$ cat src/shared/ctcc_regs.vh
/*
 * Register map, field positions, reset values and timing counts of the
 * counter/timer capture and control block.
 * Assumes byte offsets on a 32-bit AXI4-Lite bus, one register per word.
 */
`ifndef CTCC_REGS_VH
`define CTCC_REGS_VH

// ----------------------------------------------------------------------------
// Register indices (word index, byte address is four times this)
// ----------------------------------------------------------------------------
`define CTCC_IDX_TIMER8_CONTROL   4'h0
`define CTCC_IDX_TIMER8_RELOAD    4'h1
`define CTCC_IDX_TIMER8_COUNT     4'h2
`define CTCC_IDX_TIMER16_HOLD_HI  4'h7
`define CTCC_IDX_TIMER16_CAP_LO   4'h8
`define CTCC_IDX_TIMER16_CAP_HI   4'h9
`define CTCC_IDX_TIMER8_CAP_LO    4'ha
`define CTCC_IDX_TIMER8_CAP_HI    4'hb

// ----------------------------------------------------------------------------
// Control register fields
// ----------------------------------------------------------------------------
`define CTCC_CTL_ENABLE   7
`define CTCC_CTL_SINGLE   6
`define CTCC_CTL_TIMEOUT  5
`define CTCC_CTL_CLK_HI   4
`define CTCC_CTL_CLK_LO   3
`define CTCC_CTL_IRQ_EN   1
`define CTCC_CTL_PIN_SEL  0

// ----------------------------------------------------------------------------
// Reset values
// ----------------------------------------------------------------------------
`define CTCC_CTL_RESET    8'h00
`define CTCC_RELOAD_RESET 8'hff

// ----------------------------------------------------------------------------
// Prescaler terminal counts (divide ratio minus one) for the four clock selections
// ----------------------------------------------------------------------------
`define CTCC_DIV_SEL0     8'h01
`define CTCC_DIV_SEL1     8'h03
`define CTCC_DIV_SEL2     8'h07
`define CTCC_DIV_SEL3     8'h0f

// AXI response codes
`define CTCC_RESP_OKAY    2'b00
`define CTCC_RESP_SLVERR  2'b10

`endif

$ cat src/hdl/ctcc_top.v
/*
 * Counter/timer capture and control block: eight-bit timer with control
 * register, capture registers of both timers and the wide hold register,
 * all reached by software over AXI4-Lite.
 * Assumes one 100 MHz clock, a synchronous active-high reset and inputs
 * synchronous to that clock. The sixteen-bit counter itself lives
 * outside; its count and capture strobe arrive as plain inputs.
 */
// Implementation choice: register access over AXI4-Lite.
`timescale 1ns/10ps
`include "ctcc_regs.vh"

// Behaviour
// - high-phase count readable in capture high
// - low-phase count readable in capture low
// - wide capture MSB in its register
// - wide capture LSB in its register
// - writes to capture registers ignored
// - wide hold MSB register read/write
// - control bit 1 gates timeout interrupt
// - control bit 0 routes timer to pin
// - writing enable 1 starts timer
// - mode 0 reloads and keeps counting
// - mode 1 halts at terminal count
// - terminal count sets timeout flag
// - timeout flag cleared only by one
// - first count tick may be short
// - wrap to all-ones is no timeout
// - clock field selects count rate
// - start/stop acts one count tick later
module ctcc_top #(
    parameter ADDR_W = 8
) (
    input  wire              ref_clk,
    input  wire              srst,
    // AXI4-Lite slave
    input  wire [ADDR_W-1:0] s_axi_awaddr,
    input  wire              s_axi_awvalid,
    output reg               s_axi_awready,
    input  wire [31:0]       s_axi_wdata,
    input  wire [3:0]        s_axi_wstrb,
    input  wire              s_axi_wvalid,
    output reg               s_axi_wready,
    output reg  [1:0]        s_axi_bresp,
    output reg               s_axi_bvalid,
    input  wire              s_axi_bready,
    input  wire [ADDR_W-1:0] s_axi_araddr,
    input  wire              s_axi_arvalid,
    output reg               s_axi_arready,
    output reg  [31:0]       s_axi_rdata,
    output reg  [1:0]        s_axi_rresp,
    output reg               s_axi_rvalid,
    input  wire              s_axi_rready,
    // Timer side
    input  wire              meas_in,
    input  wire              cap16_stb,
    input  wire [15:0]       count16,
    input  wire              port3_pin4_port_data,
    output reg               port3_pin4,
    output reg               timer8_irq_q,
    output reg  [7:0]        wide_hold_msb_q
);

    // ------------------------------------------------------------------------
    // Declarations
    // ------------------------------------------------------------------------
    reg  [7:0]        ctl_q;          // Control bits other than run state
    reg               run_q;          // Counter actually running
    reg               run_req_q;      // Requested run state, applied on a tick
    reg               timeout_q;
    reg  [7:0]        reload_q;
    reg  [7:0]        count_q;
    reg               t8_out_q;
    reg  [ADDR_W-1:0] aw_q;
    reg               aw_have_q;
    reg  [31:0]       wd_q;
    reg  [3:0]        ws_q;
    reg               w_have_q;
    reg  [31:0]       rd_d;
    reg               rd_ok;
    wire              tick;
    wire [7:0]        high_phase_count;
    wire [7:0]        low_phase_count;
    wire [15:0]       wide_capture;
    wire              do_write;
    wire [3:0]        w_idx;
    wire [3:0]        r_idx;
    wire              w_map;
    wire              ctl_wr;
    wire              terminal;

    // ------------------------------------------------------------------------
    // Submodules
    // ------------------------------------------------------------------------
    // clock select
    ctcc_prescaler u_presc (
        .ref_clk (ref_clk),
        .srst    (srst),
        .clk_sel (ctl_q[`CTCC_CTL_CLK_HI:`CTCC_CTL_CLK_LO]),
        .tick_q  (tick)
    );

    ctcc_capture #(
        .W8 (8)
    ) u_cap (
        .ref_clk            (ref_clk),
        .srst               (srst),
        .meas_in            (meas_in),
        .cap16_stb          (cap16_stb),
        .count16            (count16),
        .high_phase_count_q (high_phase_count),
        .low_phase_count_q  (low_phase_count),
        .wide_capture_q     (wide_capture)
    );

    // ------------------------------------------------------------------------
    // AXI write channel
    // ------------------------------------------------------------------------
    // Address and data are taken in either order, then one response
    assign do_write = aw_have_q && w_have_q && !s_axi_bvalid;
    assign w_idx    = aw_q[5:2];
    assign w_map    = (aw_q[ADDR_W-1:6] == {(ADDR_W-6){1'b0}}) &&
                      (w_idx <= `CTCC_IDX_TIMER8_CAP_HI);
    assign ctl_wr   = do_write && w_map && ws_q[0] &&
                      (w_idx == `CTCC_IDX_TIMER8_CONTROL);

    always @(posedge ref_clk) begin
        if (srst) begin
            s_axi_awready <= 1'b1;
            s_axi_wready  <= 1'b1;
            s_axi_bvalid  <= 1'b0;
            s_axi_bresp   <= `CTCC_RESP_OKAY;
            aw_have_q     <= 1'b0;
            w_have_q      <= 1'b0;
            aw_q          <= {ADDR_W{1'b0}};
            wd_q          <= 32'h00000000;
            ws_q          <= 4'h0;
        end else begin
            if (s_axi_awvalid && s_axi_awready) begin
                aw_q          <= s_axi_awaddr;
                aw_have_q     <= 1'b1;
                s_axi_awready <= 1'b0;
            end
            if (s_axi_wvalid && s_axi_wready) begin
                wd_q         <= s_axi_wdata;
                ws_q         <= s_axi_wstrb;
                w_have_q     <= 1'b1;
                s_axi_wready <= 1'b0;
            end
            if (do_write) begin
                s_axi_bvalid <= 1'b1;
                s_axi_bresp  <= w_map ? `CTCC_RESP_OKAY : `CTCC_RESP_SLVERR;
                aw_have_q    <= 1'b0;
                w_have_q     <= 1'b0;
            end
            if (s_axi_bvalid && s_axi_bready) begin
                s_axi_bvalid  <= 1'b0;
                s_axi_awready <= 1'b1;
                s_axi_wready  <= 1'b1;
            end
        end
    end

    // ------------------------------------------------------------------------
    // Writable registers
    // ------------------------------------------------------------------------
    // capture offsets have no write path at all
    always @(posedge ref_clk) begin
        if (srst) begin
            ctl_q           <= `CTCC_CTL_RESET;
            reload_q        <= `CTCC_RELOAD_RESET;
            wide_hold_msb_q <= 8'h00;
            run_req_q       <= 1'b0;
        end else begin
            if (ctl_wr) begin
                // pin, mask, clock and mode bits
                ctl_q <= wd_q[7:0];
                run_req_q <= wd_q[`CTCC_CTL_ENABLE];
            end else if (run_q && terminal && ctl_q[`CTCC_CTL_SINGLE]) begin
                run_req_q <= 1'b0;
            end
            if (do_write && w_map && ws_q[0] &&
                w_idx == `CTCC_IDX_TIMER8_RELOAD)
                reload_q <= wd_q[7:0];
            if (do_write && w_map && ws_q[0] &&
                w_idx == `CTCC_IDX_TIMER16_HOLD_HI)
                wide_hold_msb_q <= wd_q[7:0];
        end
    end

    // ------------------------------------------------------------------------
    // Eight-bit counter
    // ------------------------------------------------------------------------
    // only a count of one stepping down is terminal, not 0 to all-ones
    assign terminal = tick && (count_q == 8'h01);

    always @(posedge ref_clk) begin
        if (srst) begin
            run_q    <= 1'b0;
            count_q  <= 8'h00;
            t8_out_q <= 1'b0;
        end else if (tick) begin
            // run state follows the request one tick later
            // tick phase is free running, first period may be short
            if (run_req_q && !run_q) begin
                run_q   <= 1'b1;
                count_q <= reload_q;         // Fresh start reloads the count
            end else if (!run_req_q) begin
                run_q <= 1'b0;
            end else if (count_q == 8'h01) begin
                t8_out_q <= ~t8_out_q;
                if (ctl_q[`CTCC_CTL_SINGLE]) begin
                    run_q   <= 1'b0;
                    count_q <= 8'h00;
                end else begin
                    count_q <= reload_q;
                end
            end else begin
                count_q <= count_q - 8'h01;
            end
        end
    end

    // ------------------------------------------------------------------------
    // Timeout flag and interrupt
    // ------------------------------------------------------------------------
    always @(posedge ref_clk) begin
        if (srst) begin
            timeout_q <= 1'b0;
        end else if (run_q && run_req_q && terminal) begin
            // set wins over a simultaneous clear
            timeout_q <= 1'b1;
        end else if (ctl_wr && wd_q[`CTCC_CTL_TIMEOUT]) begin
            timeout_q <= 1'b0;
        end
    end

    // Registered so the output comes straight from a flip-flop
    always @(posedge ref_clk) begin
        if (srst)
            timer8_irq_q <= 1'b0;
        else
            timer8_irq_q <= timeout_q & ctl_q[`CTCC_CTL_IRQ_EN];
    end

    // ------------------------------------------------------------------------
    // Pin output
    // ------------------------------------------------------------------------
    always @(posedge ref_clk) begin
        if (srst)
            port3_pin4 <= 1'b0;
        else
            port3_pin4 <= ctl_q[`CTCC_CTL_PIN_SEL] ? t8_out_q : port3_pin4_port_data;
    end

    // ------------------------------------------------------------------------
    // AXI read channel
    // ------------------------------------------------------------------------
    assign r_idx = s_axi_araddr[5:2];

    always @* begin
        rd_d  = 32'h00000000;
        rd_ok = (s_axi_araddr[ADDR_W-1:6] == {(ADDR_W-6){1'b0}});
        case (r_idx)
            `CTCC_IDX_TIMER8_CONTROL:  rd_d[7:0] = {run_req_q, ctl_q[6],
                                                   timeout_q, ctl_q[4:0]};
            `CTCC_IDX_TIMER8_RELOAD:   rd_d[7:0] = reload_q;
            `CTCC_IDX_TIMER8_COUNT:    rd_d[7:0] = count_q;
            `CTCC_IDX_TIMER16_HOLD_HI: rd_d[7:0] = wide_hold_msb_q;
            `CTCC_IDX_TIMER16_CAP_LO:  rd_d[7:0] = wide_capture[7:0];
            `CTCC_IDX_TIMER16_CAP_HI:  rd_d[7:0] = wide_capture[15:8];
            `CTCC_IDX_TIMER8_CAP_LO:   rd_d[7:0] = low_phase_count;
            `CTCC_IDX_TIMER8_CAP_HI:   rd_d[7:0] = high_phase_count;
            4'h3, 4'h4, 4'h5, 4'h6:    rd_d = 32'h00000000;
            default:                   rd_ok = 1'b0;
        endcase
    end

    always @(posedge ref_clk) begin
        if (srst) begin
            s_axi_arready <= 1'b1;
            s_axi_rvalid  <= 1'b0;
            s_axi_rdata   <= 32'h00000000;
            s_axi_rresp   <= `CTCC_RESP_OKAY;
        end else if (s_axi_arvalid && s_axi_arready) begin
            s_axi_arready <= 1'b0;
            s_axi_rvalid  <= 1'b1;
            s_axi_rdata   <= rd_ok ? rd_d : 32'h00000000;
            s_axi_rresp   <= rd_ok ? `CTCC_RESP_OKAY : `CTCC_RESP_SLVERR;
        end else if (s_axi_rvalid && s_axi_rready) begin
            s_axi_rvalid  <= 1'b0;
            s_axi_arready <= 1'b1;
        end
    end

endmodule // ctcc_top

$ cat src/hdl/ctcc_prescaler.v
/*
 * Free-running prescaler that gives one-cycle count enables for the
 * eight-bit timer at a selectable rate.
 * Assumes a single system clock; the divider never stops, so the first
 * enable after a timer start lands at an arbitrary moment.
 */
`timescale 1ns/10ps
`include "ctcc_regs.vh"

module ctcc_prescaler (
    input  wire       ref_clk,
    input  wire       srst,
    input  wire [1:0] clk_sel,
    output reg        tick_q
);

    reg  [7:0] div_q;
    reg  [7:0] limit;

    // ------------------------------------------------------------------------
    // Divide ratio
    // ------------------------------------------------------------------------
    always @* begin
        case (clk_sel)
            2'b00:   limit = `CTCC_DIV_SEL0;
            2'b01:   limit = `CTCC_DIV_SEL1;
            2'b10:   limit = `CTCC_DIV_SEL2;
            default: limit = `CTCC_DIV_SEL3;
        endcase
    end

    // ------------------------------------------------------------------------
    // Divider
    // ------------------------------------------------------------------------
    // Free running on purpose: a partial first period is accepted
    always @(posedge ref_clk) begin
        if (srst) begin
            div_q  <= 8'h00;
            tick_q <= 1'b0;
        end else if (div_q >= limit) begin
            div_q  <= 8'h00;
            tick_q <= 1'b1;
        end else begin
            div_q  <= div_q + 8'h01;
            tick_q <= 1'b0;
        end
    end

endmodule // ctcc_prescaler

$ cat src/hdl/ctcc_capture.v
/*
 * Capture logic: counts system clocks while the measured input is high
 * and while it is low, and latches the sixteen-bit timer count on a strobe.
 * Assumes meas_in and cap16_stb are synchronous to ref_clk.
 */
`timescale 1ns/10ps

module ctcc_capture #(
    parameter W8 = 8
) (
    input  wire          ref_clk,
    input  wire          srst,
    input  wire          meas_in,
    input  wire          cap16_stb,
    input  wire [15:0]   count16,
    output reg  [W8-1:0] high_phase_count_q,
    output reg  [W8-1:0] low_phase_count_q,
    output reg  [15:0]   wide_capture_q
);

    reg           meas_q;
    reg  [W8-1:0] run_q;

    // ------------------------------------------------------------------------
    // Phase counters
    // ------------------------------------------------------------------------
    // A phase count is latched on each edge of the measured input
    always @(posedge ref_clk) begin
        if (srst) begin
            meas_q             <= 1'b0;
            run_q              <= {W8{1'b0}};
            high_phase_count_q <= {W8{1'b0}};
            low_phase_count_q  <= {W8{1'b0}};
        end else begin
            meas_q <= meas_in;
            if (meas_in != meas_q) begin
                run_q <= {{(W8-1){1'b0}}, 1'b1};
                if (meas_q)
                    high_phase_count_q <= run_q;
                else
                    low_phase_count_q <= run_q;
            end else if (run_q != {W8{1'b1}}) begin
                run_q <= run_q + {{(W8-1){1'b0}}, 1'b1};  // Saturate, no wrap
            end
        end
    end

    // ------------------------------------------------------------------------
    // Wide capture
    // ------------------------------------------------------------------------
    always @(posedge ref_clk) begin
        if (srst)
            wide_capture_q <= 16'h0000;
        else if (cap16_stb)
            wide_capture_q <= count16;
    end

endmodule // ctcc_capture

$ cat config.mk
export PLATFORM = sky130hd
export DESIGN_NAME = ctcc_top
export DESIGN_NICKNAME = d
export VERILOG_FILES = /design/src/hdl/ctcc_top.v /design/src/hdl/ctcc_prescaler.v /design/src/hdl/ctcc_capture.v
export VERILOG_INCLUDE_DIRS = /design/src /design/src/shared
export SDC_FILE = /design/constraint.sdc
export NUM_CORES = 1
export LEC_CHECK = 0
export ABC_CLOCK_PERIOD_IN_PS = 2950
export BUFFER_PORTS_ARGS = -buffer_cell sky130_fd_sc_hd__buf_2
export CAP_MARGIN = 30
export CORE_AREA = 2 2 113 115
export DETAILED_ROUTE_END_ITERATION = 10
export DIE_AREA = 0 0 115 117
export PLACE_DENSITY_LB_ADDON = 0.25
export SKIP_CTS_REPAIR_TIMING = 1
export SLEW_MARGIN = 25
export SYNTH_ARGS = -nofsm -noshare
export SYNTH_HDL_FRONTEND = slang
export SYNTH_SLANG_ARGS = --single-unit
export TNS_END_PERCENT = 50
$ cat constraint.sdc
create_clock -name ref_clk -period 2.95 [get_ports ref_clk]
set_input_delay 0 -clock ref_clk [delete_from_list [all_inputs] [get_ports ref_clk]]
set_output_delay 0 -clock ref_clk [all_outputs]
set_load 0.05 [all_outputs]
==> results.cfg, run 1 <==
[outcome]
status = finished with violations
violations = hold timing

[synthesis]
syn_area_per_cell_um2 = 8.88
ys.warnings.count = 0
synth_area_um2 = 5350
ys_seq_elements = 118
ys.flop_type = dfxtp_1
ys_seq_area_frac = 0.441
synthDistinctLibCells = 55
syn_inst = 603
synth_edf_count = 0
ys_async_sr_fraction = 0

[drt]
vias_per_cell = 5.31
vias = 4642
drt_iter0_markers = 223
drc_errors = 0
drtAntennaViolNets = 0
wire_per_inst_um = 15.3
routed_wirelength_um = 13400
drtPass1Iterations = 4

[sta]
fin_skew_ns = 0.00976
setup_viol = 0
finalSetupTns_ns = 0
tightestPinTransition_ns = 0.774
fin_crit_sh = 0.663
relSlewSlack = 0.484
finalHoldViolCount = 1
rsz0062_at_grt = no
fmax_ghz = 0.512
timing.hold.ws_ns = -0.0194
fin_crit_ns = 1.95
slew_violations = 0

[setup_path]
slowest_stage = or3_1
end_kind = flip-flop
cp_num_buf_inv = 0
crit_chain = or3_1 > nor3_1 > nand3_1 > xor2_1 > nor2_1
cp_max_fo = 6
start_kind = flip-flop
cp.arrival_ns = 2.22
slowest_delay_ns = 0.53
criticalPathCategory = reg2reg
critical-path-top-delay-family = simple AND/OR/NAND/NOR gates
crit_required_ns = 3.22

[pwr]
leakage_nw = 2.93
p_clk_frac = 0.519
combPwrFrac = 0.088
seqPwrFrac = 0.393
design_power_total_mw = 4.27
switching_power_mw = 0.975
ir_drop_v = 0.000395
p_sw_frac = 0.228
power_density_nw_per_um2 = 628
internal_power_mw = 3.30

[final_layout]
final_area_um2 = 6810
final_common_cell = dfxtp_1
diodes = 0
area_growth_pct = 27.2
fin_nets = 800
layout_common_cells = 118 x dfxtp_1, 89 x nor2_1, 70 x buf_2, 55 x mux2i_1
fill_cells = 1093
drive_above_1_share = 0.157

[global_routing]
overflow = 0
met1_usage = 0.262
first_global_vias = 4060
gr-usage-met3 = 0.0474
antenna_found_initial = 0
grt_pass1_wl_um = 20300
globalRoute.busiestLayer = met2
met2_usage = 0.307
grtUsageTotal = 0.198
grt_max_degree = 74

[die]
io_pins = 129
die_h_um = 117
die-width_um = 115
coreArea_um2 = 12300
fp.dieArea_um2 = 13500
rows = 41
start_util = 0.435

[job]
maxCapViolations = 0

[placement]
place_congestion = 0.913
hpwl_um = 9120
port_buffers = 71
place_area_um2 = 5690

[clock_network]
insertion_delay_ns = 0.41
htreeDepth = 4
cts_buffer_depth = 2
cts_sinks = 118
cts_tree = done
root_buffer = clkbuf_16
path_clk_slew_ns = 0.05
cts_buffers = 17

[worst_hold_path]
hp-class = in2reg
## path summary, 6_finish.rpt
check                      start        endpoint  slack (ns)  depth (start not counted)
hold reg to reg   s_axi_rdata[6]  s_axi_rdata[6]        0.45                          2
setup reg to reg      count_q[4]        t8_out_q         1.0                          5
hold / removal     s_axi_awvalid       aw_have_q       -0.02                          3
setup / recovery      count_q[4]        t8_out_q         1.0                          5
## metrics by stage
stage	hold WS [ns]	worst slack [ns]	util	instances
global route	0.0298	0.860	0.553	875
CTS	-0.217	0.989	0.514	827
detailed placement	0.213	1.01	0.462	796
floorplan	0.100	1.15	-	631
finish	-0.0194	0.995	0.553	875
global placement	0.212	1.07	0.462	796
## synthesized netlist by cell type, types with 2 or more instances
cell type / count / area (um^2)
a211oi_1: 4 / 30.0
o221ai_1: 3 / 26.3
a31oi_1: 7 / 43.8
ha_1: 9 / 113
a211o_1: 2 / 17.5
o31ai_1: 2 / 15.0
nor2_1: 89 / 334
buf_4: 26 / 195
nand3_1: 18 / 90.1
nor3_1: 18 / 90.1
and2_1: 2 / 12.5
a22oi_1: 8 / 60.1
o41ai_1: 2 / 17.5
a22o_1: 8 / 70.1
clkbuf_1: 25 / 93.8
nor4_1: 5 / 31.3
a32oi_1: 4 / 35.0
xnor2_1: 3 / 26.3
nor2b_1: 8 / 50.1
buf_2: 5 / 25.0
and3_1: 5 / 31.3
mux4_2: 2 / 45.0
mux2_2: 4 / 45.0
a311oi_1: 2 / 17.5
inv_1: 15 / 56.3
nand3b_1: 4 / 30.0
o21ai_0: 13 / 65.1
nand2_1: 45 / 169
nand2b_1: 7 / 43.8
and4_1: 2 / 17.5
mux2i_1: 55 / 551
or2_2: 3 / 18.8
a21oi_1: 48 / 240
nand4_1: 3 / 18.8
a21o_1: 5 / 37.5
or3_1: 2 / 12.5
xor2_1: 5 / 43.8
dfxtp_1: 118 / 2360
## flip-flops by register name, summed over array words and instances, names as in the netlist, 6 cells and up
register and count:
u_cap.low_phase_count_q 8, wd_q 8, u_cap.run_q 8, s_axi_rdata 8, count_q 8, aw_q 6, ctl_q 6, reload_q 8
wide_hold_msb_q 8, u_cap.wide_capture_q 16, u_cap.high_phase_count_q 8, u_presc.div_q 8
## cell families (layout without fill, tap and decap cells)
family,count (synthesis),count (layout),synth area share
simple gates,216,216,0.186
flops,118,118,0.441
compound gates,117,117,0.146
buf+inv,73,167,0.0720
mux,61,61,0.120
fa+ha+maj,9,9,0.0210
xor+xnor,8,8,0.0131
other cells,1,29,0.000701
## per-layer routing
layer | share of wire | vias up
li1 | - | 2289
met1 | 0.45 | 2180
met2 | 0.47 | 153
met3 | 0.059 | 20
met4 | 0.021 | 0
met5 | 0 | -
## area by class of cell
type | count | area, um^2 | area share
Multi-Input combinational cell | 440 | 2710 | 0.398
Sequential cell | 118 | 2360 | 0.347
Inverter | 16 | 60.1 | 0.00882
Clock buffer | 24 | 502 | 0.0737
Tap cell | 150 | 188 | 0.0276
Timing Repair Buffer | 120 | 846 | 0.124
Clock inverter | 7 | 141 | 0.0208
## power by group through the flow
| stage | Sequential, mW | Clock [mW] | Combinational [mW] |
|---|---|---|---|
| after CTS | 1.68 | 2.25 | 0.325 |
| after global routing | 1.68 | 2.32 | 0.410 |
| final | 1.68 | 2.22 | 0.377 |
| after detailed placement | 1.71 | 0 | 0.324 |
| after floorplan | 1.72 | 0 | 0.254 |
| after global placement | 1.71 | 0 | 0.319 |
## worst register-to-register path, stage by stage, from the launching register on
cell     delay, ns
dfxtp_1       0.35
or3_1         0.54
nor3_1        0.42
nand3_1       0.25
xor2_1        0.20
nor2_1        0.05
(Power assumes the default switching activity.)
==> run 2: changes to the inputs <==
- ABC_CLOCK_PERIOD_IN_PS: 2950 -> 1650
- clock period: 2.95 -> 1.65 ns (I/O delays scaled with it)
==> run 2 against run 1 <==
  * The flow finishes with violations (setup timing)
  * Fmax increased by 15%
  * Core utilization increased by 2.9 points
  * Sequential cell count unchanged
  * Critical endpoint is now u_presc.div_q[1]
  * Largest cell class unchanged
  * Highest routed layer unchanged
==> results.cfg, run 2 (synthesis gave the netlist of run 1 again) <==
[drt]
drtAntennaViolNets = 0
wire_per_inst_um = 16.0
vias = 4811
drt_iter0_markers = 235
drc_errors = 0
drtPass1Iterations = 4
routed_wirelength_um = 14600
vias_per_cell = 5.25

[placement]
placedCellCount = 832
hpwl_um = 10100
place_congestion = 0.872
port_buffers = 71

[final_layout]
drive_above_1_share = 0.221
layout_common_cells = 114 x dfxtp_1, 85 x nor2_1, 70 x buf_2, 55 x mux2i_1, 50 x dlygate4sd3_1
regMostFlops = u_cap.wide_capture_q
area_growth_pct = 33.8
diodes = 0
largest_reg_flops = 16
fin_nets = 840
final_common_cell = dfxtp_1
fin_cells = 916

[job]
maxCapViolations = 0

[setup_path]
cp_common_cell = a21o_1
start_kind = flip-flop
crit_chain = nor2_2 > ha_1 > a21o_1 > a21o_1 > a211o_1 > or2_4 > nor2_1
cp.arrival_ns = 2.05
cp.depth = 7
cp_num_buf_inv = 0
crit_required_ns = 2.00
slowest_stage = dfxtp_2
criticalPathCategory = reg2reg
critical-path-top-delay-family = compound AO/OA/AOI/OAI gates
end_kind = flip-flop
r2r_cells = 7
cp_max_fo = 5
slowest_delay_ns = 0.36

[sta]
rsz0062_at_grt = yes
fin_skew_ns = 0.00750
slew_violations = 0
setup_viol = 6
fin_crit_sh = 1.03
finalHoldViolCount = 0
tightestPinTransition_ns = 0.833
fin_crit_ns = 1.70
fmax_ghz = 0.588
relSlewSlack = 0.444
fin_ws_ns = -0.0494

[global_routing]
overflow = 0
first_global_vias = 4348
antenna_found_initial = 0
grtUsageTotal = 0.212
grt_max_degree = 61
grt_pass1_wl_um = 21700

[pwr]
ir_drop_v = 0.000923
leakage_nw = 3.11
design_power_total_mw = 7.38
power_density_nw_per_um2 = 1030

[clock_network]
cts_buffer_depth = 2
cts_tree = done
insertion_delay_ns = 0.41
root_buffer = clkbuf_16
path_clk_slew_ns = 0.05
htreeDepth = 4
cts_sinks = 118
cts_buffers = 17

[die]
start_util = 0.435
die_h_um = 117
rows = 41
die-width_um = 115
io_pins = 129
coreArea_um2 = 12300
fp.dieArea_um2 = 13500

[worst_hold_path]
hp-class = in2reg
hold_path_depth = 3

[outcome]
violations = setup timing
status = finished with violations
[run 2: cell types whose count changed in the layout (fill, tap and decap cells not counted), sizes merged]
cell         change
clkbuf           +1
buf             +38
bufinv           -2
dlygate4sd3      +2
clkinvlp         +2
[run 2: through the flow]
stage	util	instance area, um^2	hold WS, ns	setup TNS [ns]	setup slack (ns)
3_5_place_dp	0.485	5970	0.234	-1.13	-0.216
6_report	0.582	7160	0.00558	-0.188	-0.0494
5_1_grt	0.582	7160	0.00431	-0.942	-0.116
4_1_cts	0.534	6570	-0.210	-1.30	-0.240
3_3_place_gp	0.485	5970	0.209	-0.834	-0.210
2_1_floorplan	-	5470	0.100	-0.00823	-0.00823
[run 2: power by group]
part	total [mW]	switching, mW	internal, mW	leakage [nW]
clock network	3.67	1.26	2.41	0.286
logic	0.717	0.449	0.268	1.86
registers	2.99	0.0619	2.93	0.963
[run 2: area by class of cell]
| cell class | count | area [um^2] |
|---|---|---|
| sequential | 118 | 2370 |
| clock inverter | 7 | 92.6 |
| multi-input combinational | 440 | 2780 |
| inverter | 16 | 60.1 |
| clock buffer | 25 | 505 |
| timing repair buffer | 160 | 1170 |
| tap | 150 | 188 |
| fill | 1032 | 5150 |
[run 2: path summary, 6_finish.rpt]
| path | startpoint | endpoint | slack, ns |
|---|---|---|---|
| setup / recovery | ctl_q[4] | u_presc.div_q[1] | -0.05 |
| hold / removal | s_axi_awvalid | aw_have_q | 0.006 |
| setup reg to reg | ctl_q[4] | u_presc.div_q[1] | -0.05 |
| hold reg to reg | s_axi_rdata[6] | s_axi_rdata[6] | 0.46 |
[run 2: per-layer routing]
layer  vias to the layer above  wire length, um  GRT usage
met1                      2246             6460      0.270
met5                         -                0          0
met2                       161             7060      0.346
met4                         0              295     0.0771
met3                        23              795     0.0587
li1                       2381                -          -
[run 2: worst min-delay path: cells and delay by family]
family,cells,cell delay (ns)
AND/OR/NAND/NOR,1,0.11
buffers and inverters,1,0.17
AO/OA/AOI/OAI,1,0.09
